**src/lnk_defs.svh**
```systemverilog
// Register offsets, field positions and reset values for the node-layer port.
// Assumes byte addressing on an 8-bit Avalon-MM address, one word per register.
`ifndef LNK_DEFS_SVH
`define LNK_DEFS_SVH
`define LNK_ADDR_W 8
`define LNK_OFS_CTRL 8'h00
`define LNK_OFS_STATUS 8'h04
`define LNK_OFS_IRQ_STAT 8'h08
`define LNK_OFS_IRQ_MASK 8'h0c
`define LNK_OFS_VECTOR 8'h10
`define LNK_OFS_TX_ADDR_LO 8'h14
`define LNK_OFS_TX_ADDR_HI 8'h18
`define LNK_OFS_TX_DATA_LO 8'h1c
`define LNK_OFS_TX_DATA_HI 8'h20
`define LNK_OFS_TX_DONE 8'h24
`define LNK_OFS_IRQ_WORD 8'h28
`define LNK_OFS_IRQ_DONE 8'h2c
`define LNK_OFS_RX_ADDR_LO 8'h30
`define LNK_OFS_RX_ADDR_HI 8'h34
`define LNK_OFS_RX_DATA_LO 8'h38
`define LNK_OFS_RX_CMD 8'h3c
`define LNK_OFS_RX_DATA_HI 8'h40
`define LNK_CTRL_WIDE_BIT 0
`define LNK_CTRL_BIG_BIT 1
`define LNK_CTRL_RST 2'h0
`define LNK_EV_TX 0
`define LNK_EV_IRQ 1
`define LNK_EV_RX 2
`define LNK_EV_W 3
`define LNK_RX_CMD_DW_BIT 2
`define LNK_IRQ_NMI_BIT 16
`define LNK_BEATS 16
`endif

```
**src/lnk_pkg.sv**
```systemverilog
// Types shared by the node-layer port: receive phase and the whole state record.
// Assumes lnk_defs.svh is on the include path.
`include "lnk_defs.svh"
package lnk_pkg;
	typedef enum logic [1:0] {RX_EMPTY, RX_LOADED, RX_STROBE} lnk_rx_phase_t;
	typedef struct packed {
		logic ack;
		logic [31:0] rdata;
		logic wide;
		logic big_end;
		logic [15:0] vector;
		logic vec_set;
		logic tx_busy;
		logic [39:0] tx_addr;
		logic [3:0] tx_write_count;
		logic [3:0] wr_ptr;
		logic [3:0] rd_ptr;
		logic [`LNK_BEATS-1:0][63:0] beats;
		logic irq_busy;
		logic [15:0] irq_word;
		logic irq_nmi;
		logic [`LNK_EV_W-1:0] ev;
		logic [`LNK_EV_W-1:0] mask;
		lnk_rx_phase_t rx_phase;
		logic [39:2] rx_addr;
		logic [63:0] rx_data;
		logic rx_doubleword_flag;
		logic [39:2] rx_addr_q;
		logic [63:0] rx_data_q;
		logic [7:0] rx_mask_q;
		logic rx_doubleword_flag_q;
	} lnk_state_t;
endpackage

```
**src/lnk_lane_order.sv**
```systemverilog
// Byte-lane orderer for the 64-bit receive data path.
// Assumes little-endian register data; purely combinational.
`timescale 1ns/1ns
module lnk_lane_order #(
	parameter int LANE_W = 32
) (
	input wire logic [2*LANE_W-1:0] data_i,
	input wire logic big_end_i,
	input wire logic wide_i,
	output logic [2*LANE_W-1:0] data_o
);
	localparam int NB = LANE_W / 8;
	logic [LANE_W-1:0] lo_sw;
	logic [LANE_W-1:0] hi_sw;
	// Byte reversal inside each lane
	for (genvar b = 0; b < NB; b++) begin : g_byte
		assign lo_sw[8*b +: 8] = data_i[8*(NB-1-b) +: 8];
		assign hi_sw[8*b +: 8] = data_i[LANE_W + 8*(NB-1-b) +: 8];
	end
	// Big-endian wide mode also swaps the lanes; narrow mode clears the upper lane
	always_comb begin
		if (!big_end_i) begin
			data_o = {data_i[2*LANE_W-1:LANE_W], data_i[LANE_W-1:0]};
		end else if (wide_i) begin
			data_o = {lo_sw, hi_sw};
		end else begin
			data_o = {hi_sw, lo_sw};
		end
		if (!wide_i) begin
			data_o[2*LANE_W-1:LANE_W] = '0;
		end
	end
endmodule

```
**src/lnk_node_port.sv**
```systemverilog
// Node-layer side of the device-layer port: transmit write capture, interrupt
// vector capture and receive command delivery, with an Avalon-MM register slave.
// Assumes all device-layer inputs are synchronous to ref_clk_i.
// What this block does
// Device layer drives write strobe low to start a posted write.
// Device layer drives beat strobe low for each further data beat.
// Node layer shows idle while able to take a new write request.
// Device layer gives a 16-bit request word; vector comes from registers.
// Non-maskable select low makes the node build an NMI packet.
// Device layer clears its request flop when none-pending is asserted.
// Lower four receive mask bits are all equal, high meaning valid.
// Wide mode also drives upper four mask bits, same convention.
// Upper receive data lane delivered only in wide mode, endian ordered.
// Lower receive data bits ordered by the endianness setting.
// Device layer raises next-command request; lowers it when busy.
// Node pulses receive write strobe low for a valid write command.
// Size flag is bit 2 of the write command, 1 doubleword.
// None-pending stays high while the interrupt framer is idle.
// Device layer asserts vector load to have the vector captured.
// Device layer supplies a four-bit count with each write request.
// Device layer starts only when idle, holds fields until strobe taken.
//
// Added by the designer: the Avalon-MM register port and the register addresses.
`timescale 1ns/1ns
`include "lnk_defs.svh"
module lnk_node_port #(
	parameter int BEATS = `LNK_BEATS
) (
	input wire logic ref_clk_i,
	input wire logic rst_i,
	input wire logic [`LNK_ADDR_W-1:0] avs_address_i,
	input wire logic avs_read_i,
	input wire logic avs_write_i,
	input wire logic [31:0] avs_writedata_i,
	input wire logic [3:0] avs_byteenable_i,
	output logic [31:0] avs_readdata_o,
	output logic avs_waitrequest_o,
	output logic irq_o,
	input wire logic [39:0] tx_addr_i,
	input wire logic [63:0] tx_data_i,
	input wire logic [3:0] tx_write_count_i,
	input wire logic tx_write_strobe_n_i,
	input wire logic tx_beat_strobe_n_i,
	output logic tx_idle_o,
	input wire logic [15:0] irq_request_word_i,
	input wire logic irq_vector_load_i,
	input wire logic irq_nmi_select_n_i,
	output logic irq_none_pending_o,
	output logic [39:2] rx_addr_o,
	output logic [63:0] rx_data_o,
	output logic [7:0] rx_byte_mask_o,
	input wire logic rx_next_command_req_i,
	output logic rx_write_strobe_n_o,
	output logic rx_doubleword_flag_o
);
	import lnk_pkg::*;

	lnk_state_t s;
	lnk_state_t s_next;
	logic [63:0] rx_ordered;

	// Merge byte lanes of a bus write into an old word
	function automatic logic [31:0] be_merge(input logic [31:0] old_w, input logic [31:0] new_w,
		input logic [3:0] be);
		logic [31:0] r;
		r = old_w;
		for (int i = 0; i < 4; i++) begin
			if (be[i]) begin
				r[8*i +: 8] = new_w[8*i +: 8];
			end
		end
		return r;
	endfunction

	// Receive lanes reordered before capture so outputs come straight from flops
	lnk_lane_order #(
		.LANE_W(32)
	) u_order (
		.data_i(s.rx_data),
		.big_end_i(s.big_end),
		.wide_i(s.wide),
		.data_o(rx_ordered)
	);

	logic req;
	logic wr_fire;
	logic rd_fire;
	assign req = avs_read_i | avs_write_i;
	assign wr_fire = avs_write_i & s.ack;
	assign rd_fire = avs_read_i & s.ack;

	// Handshake and data outputs
	assign avs_waitrequest_o = req & ~s.ack;
	assign avs_readdata_o = s.rdata;
	assign irq_o = |(s.ev & s.mask);
	assign tx_idle_o = ~s.tx_busy;
	assign irq_none_pending_o = ~s.irq_busy;
	assign rx_write_strobe_n_o = (s.rx_phase != RX_STROBE);
	assign rx_addr_o = s.rx_addr_q;
	assign rx_data_o = s.rx_data_q;
	assign rx_byte_mask_o = s.rx_mask_q;
	assign rx_doubleword_flag_o = s.rx_doubleword_flag_q;

	// Whole next state in one place
	always_comb begin
		logic [`LNK_EV_W-1:0] ev_set;
		logic [`LNK_EV_W-1:0] ev_clr;
		logic [63:0] beat;
		ev_set = '0;
		ev_clr = '0;
		beat = s.beats[s.rd_ptr];
		s_next = s;
		// Bus slave: one wait cycle, then the access completes
		s_next.ack = req & ~s.ack;
		if (req && !s.ack) begin
			s_next.rdata = 32'h0;
			case (avs_address_i)
				`LNK_OFS_CTRL: s_next.rdata = {30'h0, s.big_end, s.wide};
				`LNK_OFS_STATUS: s_next.rdata = {29'h0, s.rx_phase != RX_EMPTY, s.irq_busy,
					s.tx_busy};
				`LNK_OFS_IRQ_STAT: s_next.rdata = {29'h0, s.ev};
				`LNK_OFS_IRQ_MASK: s_next.rdata = {29'h0, s.mask};
				`LNK_OFS_VECTOR: s_next.rdata = {16'h0, s.vector};
				`LNK_OFS_TX_ADDR_LO: s_next.rdata = s.tx_addr[31:0];
				`LNK_OFS_TX_ADDR_HI: s_next.rdata = {16'h0, s.rd_ptr, s.tx_write_count, s.tx_addr[39:32]};
				`LNK_OFS_TX_DATA_LO: s_next.rdata = beat[31:0];
				`LNK_OFS_TX_DATA_HI: s_next.rdata = beat[63:32];
				`LNK_OFS_IRQ_WORD: s_next.rdata = {15'h0, s.irq_nmi, s.irq_word};
				`LNK_OFS_RX_ADDR_LO: s_next.rdata = {s.rx_addr[31:2], 2'h0};
				`LNK_OFS_RX_ADDR_HI: s_next.rdata = {24'h0, s.rx_addr[39:32]};
				`LNK_OFS_RX_DATA_LO: s_next.rdata = s.rx_data[31:0];
				`LNK_OFS_RX_DATA_HI: s_next.rdata = s.rx_data[63:32];
				`LNK_OFS_RX_CMD: s_next.rdata = {29'h0, s.rx_doubleword_flag, 2'h0};
				default: s_next.rdata = 32'h0;
			endcase
		end
		// Side effects of completed reads
		if (rd_fire) begin
			case (avs_address_i)
				`LNK_OFS_IRQ_STAT: ev_clr = s.ev;
				`LNK_OFS_TX_DATA_HI: s_next.rd_ptr = s.rd_ptr + 4'h1;
				default: ;
			endcase
		end
		// Completed writes; unmapped offsets are ignored
		if (wr_fire) begin
			case (avs_address_i)
				`LNK_OFS_CTRL: begin
					if (avs_byteenable_i[0]) begin
						s_next.wide = avs_writedata_i[`LNK_CTRL_WIDE_BIT];
						s_next.big_end = avs_writedata_i[`LNK_CTRL_BIG_BIT];
					end
				end
				`LNK_OFS_IRQ_MASK: begin
					if (avs_byteenable_i[0]) begin
						s_next.mask = avs_writedata_i[`LNK_EV_W-1:0];
					end
				end
				`LNK_OFS_VECTOR: begin
					s_next.vector = 16'(be_merge({16'h0, s.vector}, avs_writedata_i,
						avs_byteenable_i));
					s_next.vec_set = 1'b1;
				end
				`LNK_OFS_TX_DONE: begin
					s_next.tx_busy = 1'b0;
					s_next.rd_ptr = 4'h0;
				end
				`LNK_OFS_IRQ_DONE: s_next.irq_busy = 1'b0;
				`LNK_OFS_RX_ADDR_LO: s_next.rx_addr[31:2] = 30'(be_merge({s.rx_addr[31:2], 2'h0},
					avs_writedata_i, avs_byteenable_i) >> 2);
				`LNK_OFS_RX_ADDR_HI: begin
					if (avs_byteenable_i[0]) begin
						s_next.rx_addr[39:32] = avs_writedata_i[7:0];
					end
				end
				`LNK_OFS_RX_DATA_LO: s_next.rx_data[31:0] = be_merge(s.rx_data[31:0],
					avs_writedata_i, avs_byteenable_i);
				`LNK_OFS_RX_DATA_HI: s_next.rx_data[63:32] = be_merge(s.rx_data[63:32],
					avs_writedata_i, avs_byteenable_i);
				`LNK_OFS_RX_CMD: begin
					// Posting while a command is still loaded overwrites it
					s_next.rx_doubleword_flag = avs_writedata_i[`LNK_RX_CMD_DW_BIT];
					s_next.rx_phase = RX_LOADED;
				end
				default: ;
			endcase
		end
		// Transmit write capture; a start strobe while busy is ignored
		if (!s.tx_busy && !tx_write_strobe_n_i) begin
			s_next.tx_busy = 1'b1;
			s_next.tx_addr = tx_addr_i;
			s_next.tx_write_count = tx_write_count_i;
			s_next.beats[0] = tx_data_i;
			s_next.wr_ptr = 4'h1;
			s_next.rd_ptr = 4'h0;
			ev_set[`LNK_EV_TX] = 1'b1;
		end else if (s.tx_busy && !tx_beat_strobe_n_i) begin
			// Beats past the buffer depth wrap; the count field bounds a legal burst
			s_next.beats[s.wr_ptr] = tx_data_i;
			s_next.wr_ptr = s.wr_ptr + 4'h1;
		end
		// Interrupt vector capture while the framer is idle
		if (!s.irq_busy && irq_vector_load_i) begin
			s_next.irq_busy = 1'b1;
			s_next.irq_word = irq_request_word_i;
			// Unprogrammed vector register also forces the non-maskable type
			s_next.irq_nmi = ~irq_nmi_select_n_i | ~s.vec_set;
			ev_set[`LNK_EV_IRQ] = 1'b1;
		end
		// Receive command delivery paced by the next-command request
		case (s.rx_phase)
			RX_EMPTY: ;
			RX_LOADED: begin
				if (rx_next_command_req_i && !wr_fire) begin
					s_next.rx_phase = RX_STROBE;
					s_next.rx_addr_q = s.rx_addr;
					s_next.rx_data_q = rx_ordered;
					s_next.rx_mask_q = {{4{s.wide}}, 4'hf};
					s_next.rx_doubleword_flag_q = s.rx_doubleword_flag;
				end
			end
			RX_STROBE: begin
				if (!(wr_fire && avs_address_i == `LNK_OFS_RX_CMD)) begin
					s_next.rx_phase = RX_EMPTY;
				end
				s_next.rx_mask_q = 8'h00;
				ev_set[`LNK_EV_RX] = 1'b1;
			end
			default: s_next.rx_phase = RX_EMPTY;
		endcase
		// Sticky events: a new event beats a read-clear in the same cycle
		s_next.ev = (s.ev & ~ev_clr) | ev_set;
	end

	// Single state register
	always_ff @(posedge ref_clk_i) begin
		if (rst_i) begin
			s <= '0;
			s.wide <= 1'(`LNK_CTRL_RST >> `LNK_CTRL_WIDE_BIT);
			s.big_end <= 1'(`LNK_CTRL_RST >> `LNK_CTRL_BIG_BIT);
			s.rx_phase <= RX_EMPTY;
		end else begin
			s <= s_next;
		end
	end

	// Byte swap helper for checking lane order
	function automatic logic [31:0] bswap(input logic [31:0] d);
		return {d[7:0], d[15:8], d[23:16], d[31:24]};
	endfunction

	property p_tx_idle_drop;
		@(posedge ref_clk_i) disable iff (rst_i)
		(tx_idle_o && !tx_write_strobe_n_i) |=> !tx_idle_o && s.tx_addr == $past(tx_addr_i);
	endproperty
	a_tx_idle_drop: assert property (p_tx_idle_drop) else $error("idle did not drop");

	property p_nmi_sel;
		@(posedge ref_clk_i) disable iff (rst_i)
		(irq_none_pending_o && irq_vector_load_i && !irq_nmi_select_n_i) |=> s.irq_nmi;
	endproperty
	a_nmi_sel: assert property (p_nmi_sel) else $error("nmi select not honoured");

	property p_mask_lo;
		@(posedge ref_clk_i) disable iff (rst_i)
		!rx_write_strobe_n_o |-> rx_byte_mask_o[3:0] == 4'hf;
	endproperty
	a_mask_lo: assert property (p_mask_lo) else $error("lower mask not all valid");

	property p_mask_hi;
		@(posedge ref_clk_i) disable iff (rst_i)
		!rx_write_strobe_n_o |-> rx_byte_mask_o[7:4] == {4{s.wide}};
	endproperty
	a_mask_hi: assert property (p_mask_hi) else $error("upper mask wrong for mode");

	property p_hi_lane;
		@(posedge ref_clk_i) disable iff (rst_i)
		(!rx_write_strobe_n_o && !s.wide) |-> rx_data_o[63:32] == 32'h0;
	endproperty
	a_hi_lane: assert property (p_hi_lane) else $error("upper lane driven in narrow mode");

	property p_lo_order;
		@(posedge ref_clk_i) disable iff (rst_i)
		(s.rx_phase == RX_LOADED && rx_next_command_req_i && !wr_fire && !s.wide) |=>
			rx_data_o[31:0] == ($past(s.big_end) ? bswap($past(s.rx_data[31:0]))
			: $past(s.rx_data[31:0]));
	endproperty
	a_lo_order: assert property (p_lo_order) else $error("lower lane order wrong");

	property p_strobe_pulse;
		@(posedge ref_clk_i) disable iff (rst_i)
		(s.rx_phase == RX_LOADED && rx_next_command_req_i && !wr_fire) |=>
			!rx_write_strobe_n_o ##1 rx_write_strobe_n_o;
	endproperty
	a_strobe_pulse: assert property (p_strobe_pulse) else $error("strobe not one cycle");

	property p_dw_flag;
		@(posedge ref_clk_i) disable iff (rst_i)
		(wr_fire && avs_address_i == `LNK_OFS_RX_CMD) |=>
			s.rx_doubleword_flag == $past(avs_writedata_i[`LNK_RX_CMD_DW_BIT]);
	endproperty
	a_dw_flag: assert property (p_dw_flag) else $error("size flag not from bit 2");

	property p_none_pending;
		@(posedge ref_clk_i) disable iff (rst_i)
		(irq_none_pending_o && irq_vector_load_i) |=> !irq_none_pending_o;
	endproperty
	a_none_pending: assert property (p_none_pending) else $error("vector load not taken");

	// Capture and release checks; a new request in the release cycle is ignored, so the release still happens
	property p_beat_store;
		@(posedge ref_clk_i) disable iff (rst_i)
		(!tx_idle_o && !tx_beat_strobe_n_i) |=>
			s.beats[$past(s.wr_ptr)] == $past(tx_data_i);
	endproperty
	a_beat_store: assert property (p_beat_store) else $error("beat not stored");

	property p_idle_return;
		@(posedge ref_clk_i) disable iff (rst_i)
		(wr_fire && avs_address_i == `LNK_OFS_TX_DONE && tx_write_strobe_n_i) |=> tx_idle_o;
	endproperty
	a_idle_return: assert property (p_idle_return) else $error("idle not restored");

	property p_irq_word;
		@(posedge ref_clk_i) disable iff (rst_i)
		(irq_none_pending_o && irq_vector_load_i) |=> s.irq_word == $past(irq_request_word_i);
	endproperty
	a_irq_word: assert property (p_irq_word) else $error("request word not captured");

	property p_irq_refused;
		@(posedge ref_clk_i) disable iff (rst_i)
		(!irq_none_pending_o && irq_vector_load_i) |=> s.irq_word == $past(s.irq_word);
	endproperty
	a_irq_refused: assert property (p_irq_refused) else $error("load taken while pending");

	property p_none_return;
		@(posedge ref_clk_i) disable iff (rst_i)
		(wr_fire && avs_address_i == `LNK_OFS_IRQ_DONE && !irq_vector_load_i) |=>
			irq_none_pending_o;
	endproperty
	a_none_return: assert property (p_none_return) else $error("none-pending not restored");

	property p_mask_idle;
		@(posedge ref_clk_i) disable iff (rst_i)
		rx_write_strobe_n_o |-> rx_byte_mask_o == 8'h00;
	endproperty
	a_mask_idle: assert property (p_mask_idle) else $error("mask valid without strobe");

	// Main scenarios
	c_tx_burst: cover property (@(posedge ref_clk_i) !tx_idle_o && !tx_beat_strobe_n_i);
	c_rx_wide: cover property (@(posedge ref_clk_i) !rx_write_strobe_n_o && s.wide);
	c_irq: cover property (@(posedge ref_clk_i) irq_o && !irq_none_pending_o);
endmodule

```
**config.mk**
```make
export PLATFORM = sky130hd
export DESIGN_NAME = lnk_node_port
export DESIGN_NICKNAME = d
export VERILOG_FILES = /design/src/lnk_pkg.sv /design/src/lnk_lane_order.sv /design/src/lnk_node_port.sv
export VERILOG_INCLUDE_DIRS = /design/src
export SDC_FILE = /design/constraint.sdc
export NUM_CORES = 2
export LEC_CHECK = 0
export BUFFER_PORTS_ARGS = -buffer_cell sky130_fd_sc_hd__buf_2
export CAP_MARGIN = 15
export CELL_PAD_IN_SITES_DETAIL_PLACEMENT = 0
export CELL_PAD_IN_SITES_GLOBAL_PLACEMENT = 1
export CORE_MARGIN = 2
export CORE_UTILIZATION = 30
export DETAILED_ROUTE_END_ITERATION = 10
export PLACE_DENSITY = 0.56
export REMOVE_ABC_BUFFERS = 1
export SLEW_MARGIN = 40
export SYNTH_ARGS = -nofsm -noshare
export SYNTH_HDL_FRONTEND = slang
export SYNTH_SLANG_ARGS = --single-unit
```
**constraint.sdc**
```tcl
create_clock -name ref_clk_i -period 2.5 [get_ports ref_clk_i]
set_input_delay 0.25 -clock ref_clk_i [delete_from_list [all_inputs] [get_ports ref_clk_i]]
set_output_delay 0.25 -clock ref_clk_i [all_outputs]
set_load 0.05 [all_outputs]
```
==> impl_metrics.json <==
{
  "grt_pass1_wl_um": 378000,
  "num_rows": 162,
  "setup_slack_ns": 0.0285,
  "post-route-period-util_pct": 98.9,
  "drc": 0,
  "routed_wl_um": 265000,
  "final_cell_mix": "2469 x nand2_1, 1357 x dfxtp_1, 1297 x a21oi_1",
  "core-area_um2": 195000,
  "wl_per_cell_um": 26.3,
  "die_w_um": 448,
  "cp-end-kind": "flop",
  "fp.dieH_um": 448,
  "worstReg2RegEnd": "avs_readdata_o[0]",
  "final_common_cell": "nand2_1",
  "slew_headroom_pct": 43.0,
  "clockBufferDepth": 3,
  "synth_seq_cells": 1363,
  "grt_max_degree": 188,
  "cp.buffers_inverters": 3,
  "cts_buffers": 157,
  "min_to": "s[1335]",
  "synth_fa_ha_area_share_pct": 0.106,
  "clock-sinks": 1363,
  "nets": 7521,
  "maxCapViolations": 0,
  "cts_tree": "built",
  "synthTopCellsByArea": "dfxtp_1 46%, nand2_1 16%, a21oi_1 11%",
  "postRouteAntennaNets": 0,
  "path_cells": "buf_12 > buf_12 > mux4_2 > o22ai_1 > nor3_2 > nor4_2 > buf_4 > o21ai_1",
  "vias_per_cell": 5.28,
  "drv_slew": 0,
  "slowest_stage": "mux4_2",
  "num_io_pins": 325,
  "min_path_type": "primary input to flop",
  "crit_top_cell": "buf_12",
  "clk_latency_ns": 0.82,
  "synth.largest_area_cell": "dfxtp_1",
  "max_freq_mhz": 405,
  "synth_compound_area_share_pct": 15.5,
  "start_util_pct": 30.3,
  "synth_edf_count": 0,
  "reg2reg_slack_ns": 0.03,
  "grt_util_all_layers_pct": 25.8,
  "die_area_um2": 200000,
  "root_buffer": "clkbuf_16",
  "drt-pass1-iter-count": 8,
  "tightest_slew_ns": 0.856,
  "min_path_cells": 5,
  "ys_types": 71,
  "rr_startpoint": "s[1264]",
  "critPathMaxFanout": 6,
  "yosysSeqAreaShare_pct": 46.2,
  "synth_simple_gate_area_share_pct": 19.0,
  "ff2ff_path_depth": 8,
  "m1WireLength_um": 114000,
  "cpPeakStageDelay_ns": 0.51,
  "rsz0062_at_grt": "false",
  "antenna_found_initial": 17,
  "dr_wl_met3_um": 15200,
  "area_growth_pct": 21.1,
  "post-place-ws_ns": -0.364,
  "critPathKind": "flop to flop",
  "power.density_nw_per_um2": 667,
  "p_leak_nw": 23.6,
  "wl_met2_um": 126000,
  "startpoint_type": "flop",
  "final.setup.tns_ns": 0,
  "via_count": 53200,
  "async_reset_ff_share_pct": 0,
  "ir_worst_vdd_v": 0.000478,
  "synthFlopType": "dfxtp_1",
  "yosysWarnings": 0,
  "syn_area_per_cell_um2": 8.25,
  "place_hpwl_um": 166000,
  "synth.area.mux_share_pct": 12.6,
  "status": "completed",
  "fillers": 20000,
  "overflow": 0,
  "syn-cell-area_um2": 59100,
  "critPathTopFamily": "buffers and inverters",
  "synth_xor_area_share_pct": 0.0593,
  "routed.top_layer": "met4",
  "yosys.area.top_type_share_pct": 46.2,
  "postSynthCellCount": 7159,
  "hold_viol": 0,
  "gp_congestion": 0.875,
  "finalPower_mw": 47.7,
  "finalSetupViolations": 0,
  "clk_transition_reported_paths_ns": 0.06,
  "fin_skew_ns": 0.0231,
  "layout_min_cycle_time_ns": 2.47,
  "grt_pass1_vias": 50600,
  "hp-start": "avs_address_i[0]",
  "htreeDepth": 4,
  "drt_iter0_markers": 4726,
  "drive_gt1_share_pct": 17.0,
  "synth_top_family_by_area": "simple AND/OR/NAND/NOR gates",
  "port_buffers": 324,
  "worstPathArrival_ns": 3.16,
  "required_ns": 3.19
}
==> per-stage QoR <==
step	utilization (%)	hold slack [ns]	area, µm²	std cells
after floorplan	-	0.319	55300	6333
after global placement	32.9	0.436	64300	9606
after detailed placement	33.0	0.442	64300	9607
after CTS	36.6	0.0113	71500	10100
after global routing	36.6	0.0759	71500	10100
final	36.6	0.0753	71500	10100
==> kinds of logic (layout without fill, tap and decap cells) <==
group	Yosys count	count (layout)
AND/OR/NAND/NOR	2861	2861
AO/OA/AOI/OAI	1669	1669
flip-flops	1363	1363
buffers and inverters	835	1133
multiplexers	422	422
adder cells (fa/ha/maj)	5	5
XOR/XNOR	4	4
other	0	6
==> tightest hold or removal path, cell delays in order <==
cell	delay, ns
buf_2	0.20
nor4_4	0.08
buf_12	0.17
nand3_1	0.09
a21oi_1	0.06
==> cells in the mapped netlist (all sizes together) (8+ instances only) <==
cell type and number:
buf 262, a22oi 36, and3 19, nor3 22, a21oi 1297, nor2b 16
clkbuf 564, nand3 85, inv 9, mux2 54, nand2 2470, o21ai 108
nand4 10, a22o 45, and2 8, dfxtp 1363, nor2 180, or3 10
o22ai 38, o211ai 10, mux4 253, a32oi 16, a311oi 21, mux2i 115
a222oi 16, a211oi 45
==> flip-flops by register name, summed over array words and instances (netlist names) <==
| register | cells |
|---|---|
| avs_readdata_o | 32 |
| rx_addr_o | 38 |
| rx_byte_mask_o | 2 |
| rx_data_o | 64 |
| rx_doubleword_flag_o | 1 |
| s | 1226 |
==> layer usage <==
layer | track usage, % | up-vias
met5 | 0 | -
met4 | 8.98 | 0
met3 | 3.28 | 386
met2 | 42.9 | 1875
met1 | 34.2 | 26500
li1 | - | 24500
==> where the power goes <==
group / switching, mW / internal, mW / leakage [nW]
registers: 0.118 / 21.9 / 11.0
logic: 1.64 / 0.781 / 10.1
clock network: 9.81 / 13.5 / 2.54
==> repair_timing <==
action	in CTS	in global routing
buffers inserted	6	0
endpoints found under the hold margin	1219	0
setup endpoints to repair	10	3
resized for setup	8	2
pin swaps	0	0
cloned	1	0
hold buffers	189	0
==> layout make-up <==
class                           count  area (µm²)  share of cell area (%)
Tap cell                         2624        3280                    4.59
Timing Repair Buffer              847        7440                    10.4
Sequential cell                  1363       27300                    38.2
Clock buffer                      236        4680                    6.55
Antenna cell                        6        15.0                  0.0210
Multi-Input combinational cell   4961       28300                    39.6
Inverter                            9        33.8                  0.0472
Clock inverter                     41         444                   0.621
==> worst max-delay path by stage <==
| stage | end | cells after the start | slack (ns) | startpoint |
|---|---|---|---|---|
| finish | avs_readdata_o[0] | 8 | 0.03 | s[1264] |
| global route | avs_waitrequest_o | 5 | 0.005 | s[1368] |
| CTS | avs_waitrequest_o | 5 | 0.03 | s[1368] |
| detailed placement | avs_readdata_o[18] | 6 | -0.36 | s[1264] |
| global placement | avs_readdata_o[0] | 7 | -0.80 | s[1265] |
| floorplan | avs_readdata_o[10] | 5 | -5.35 | s[1264] |
(Power assumes the default switching activity.)
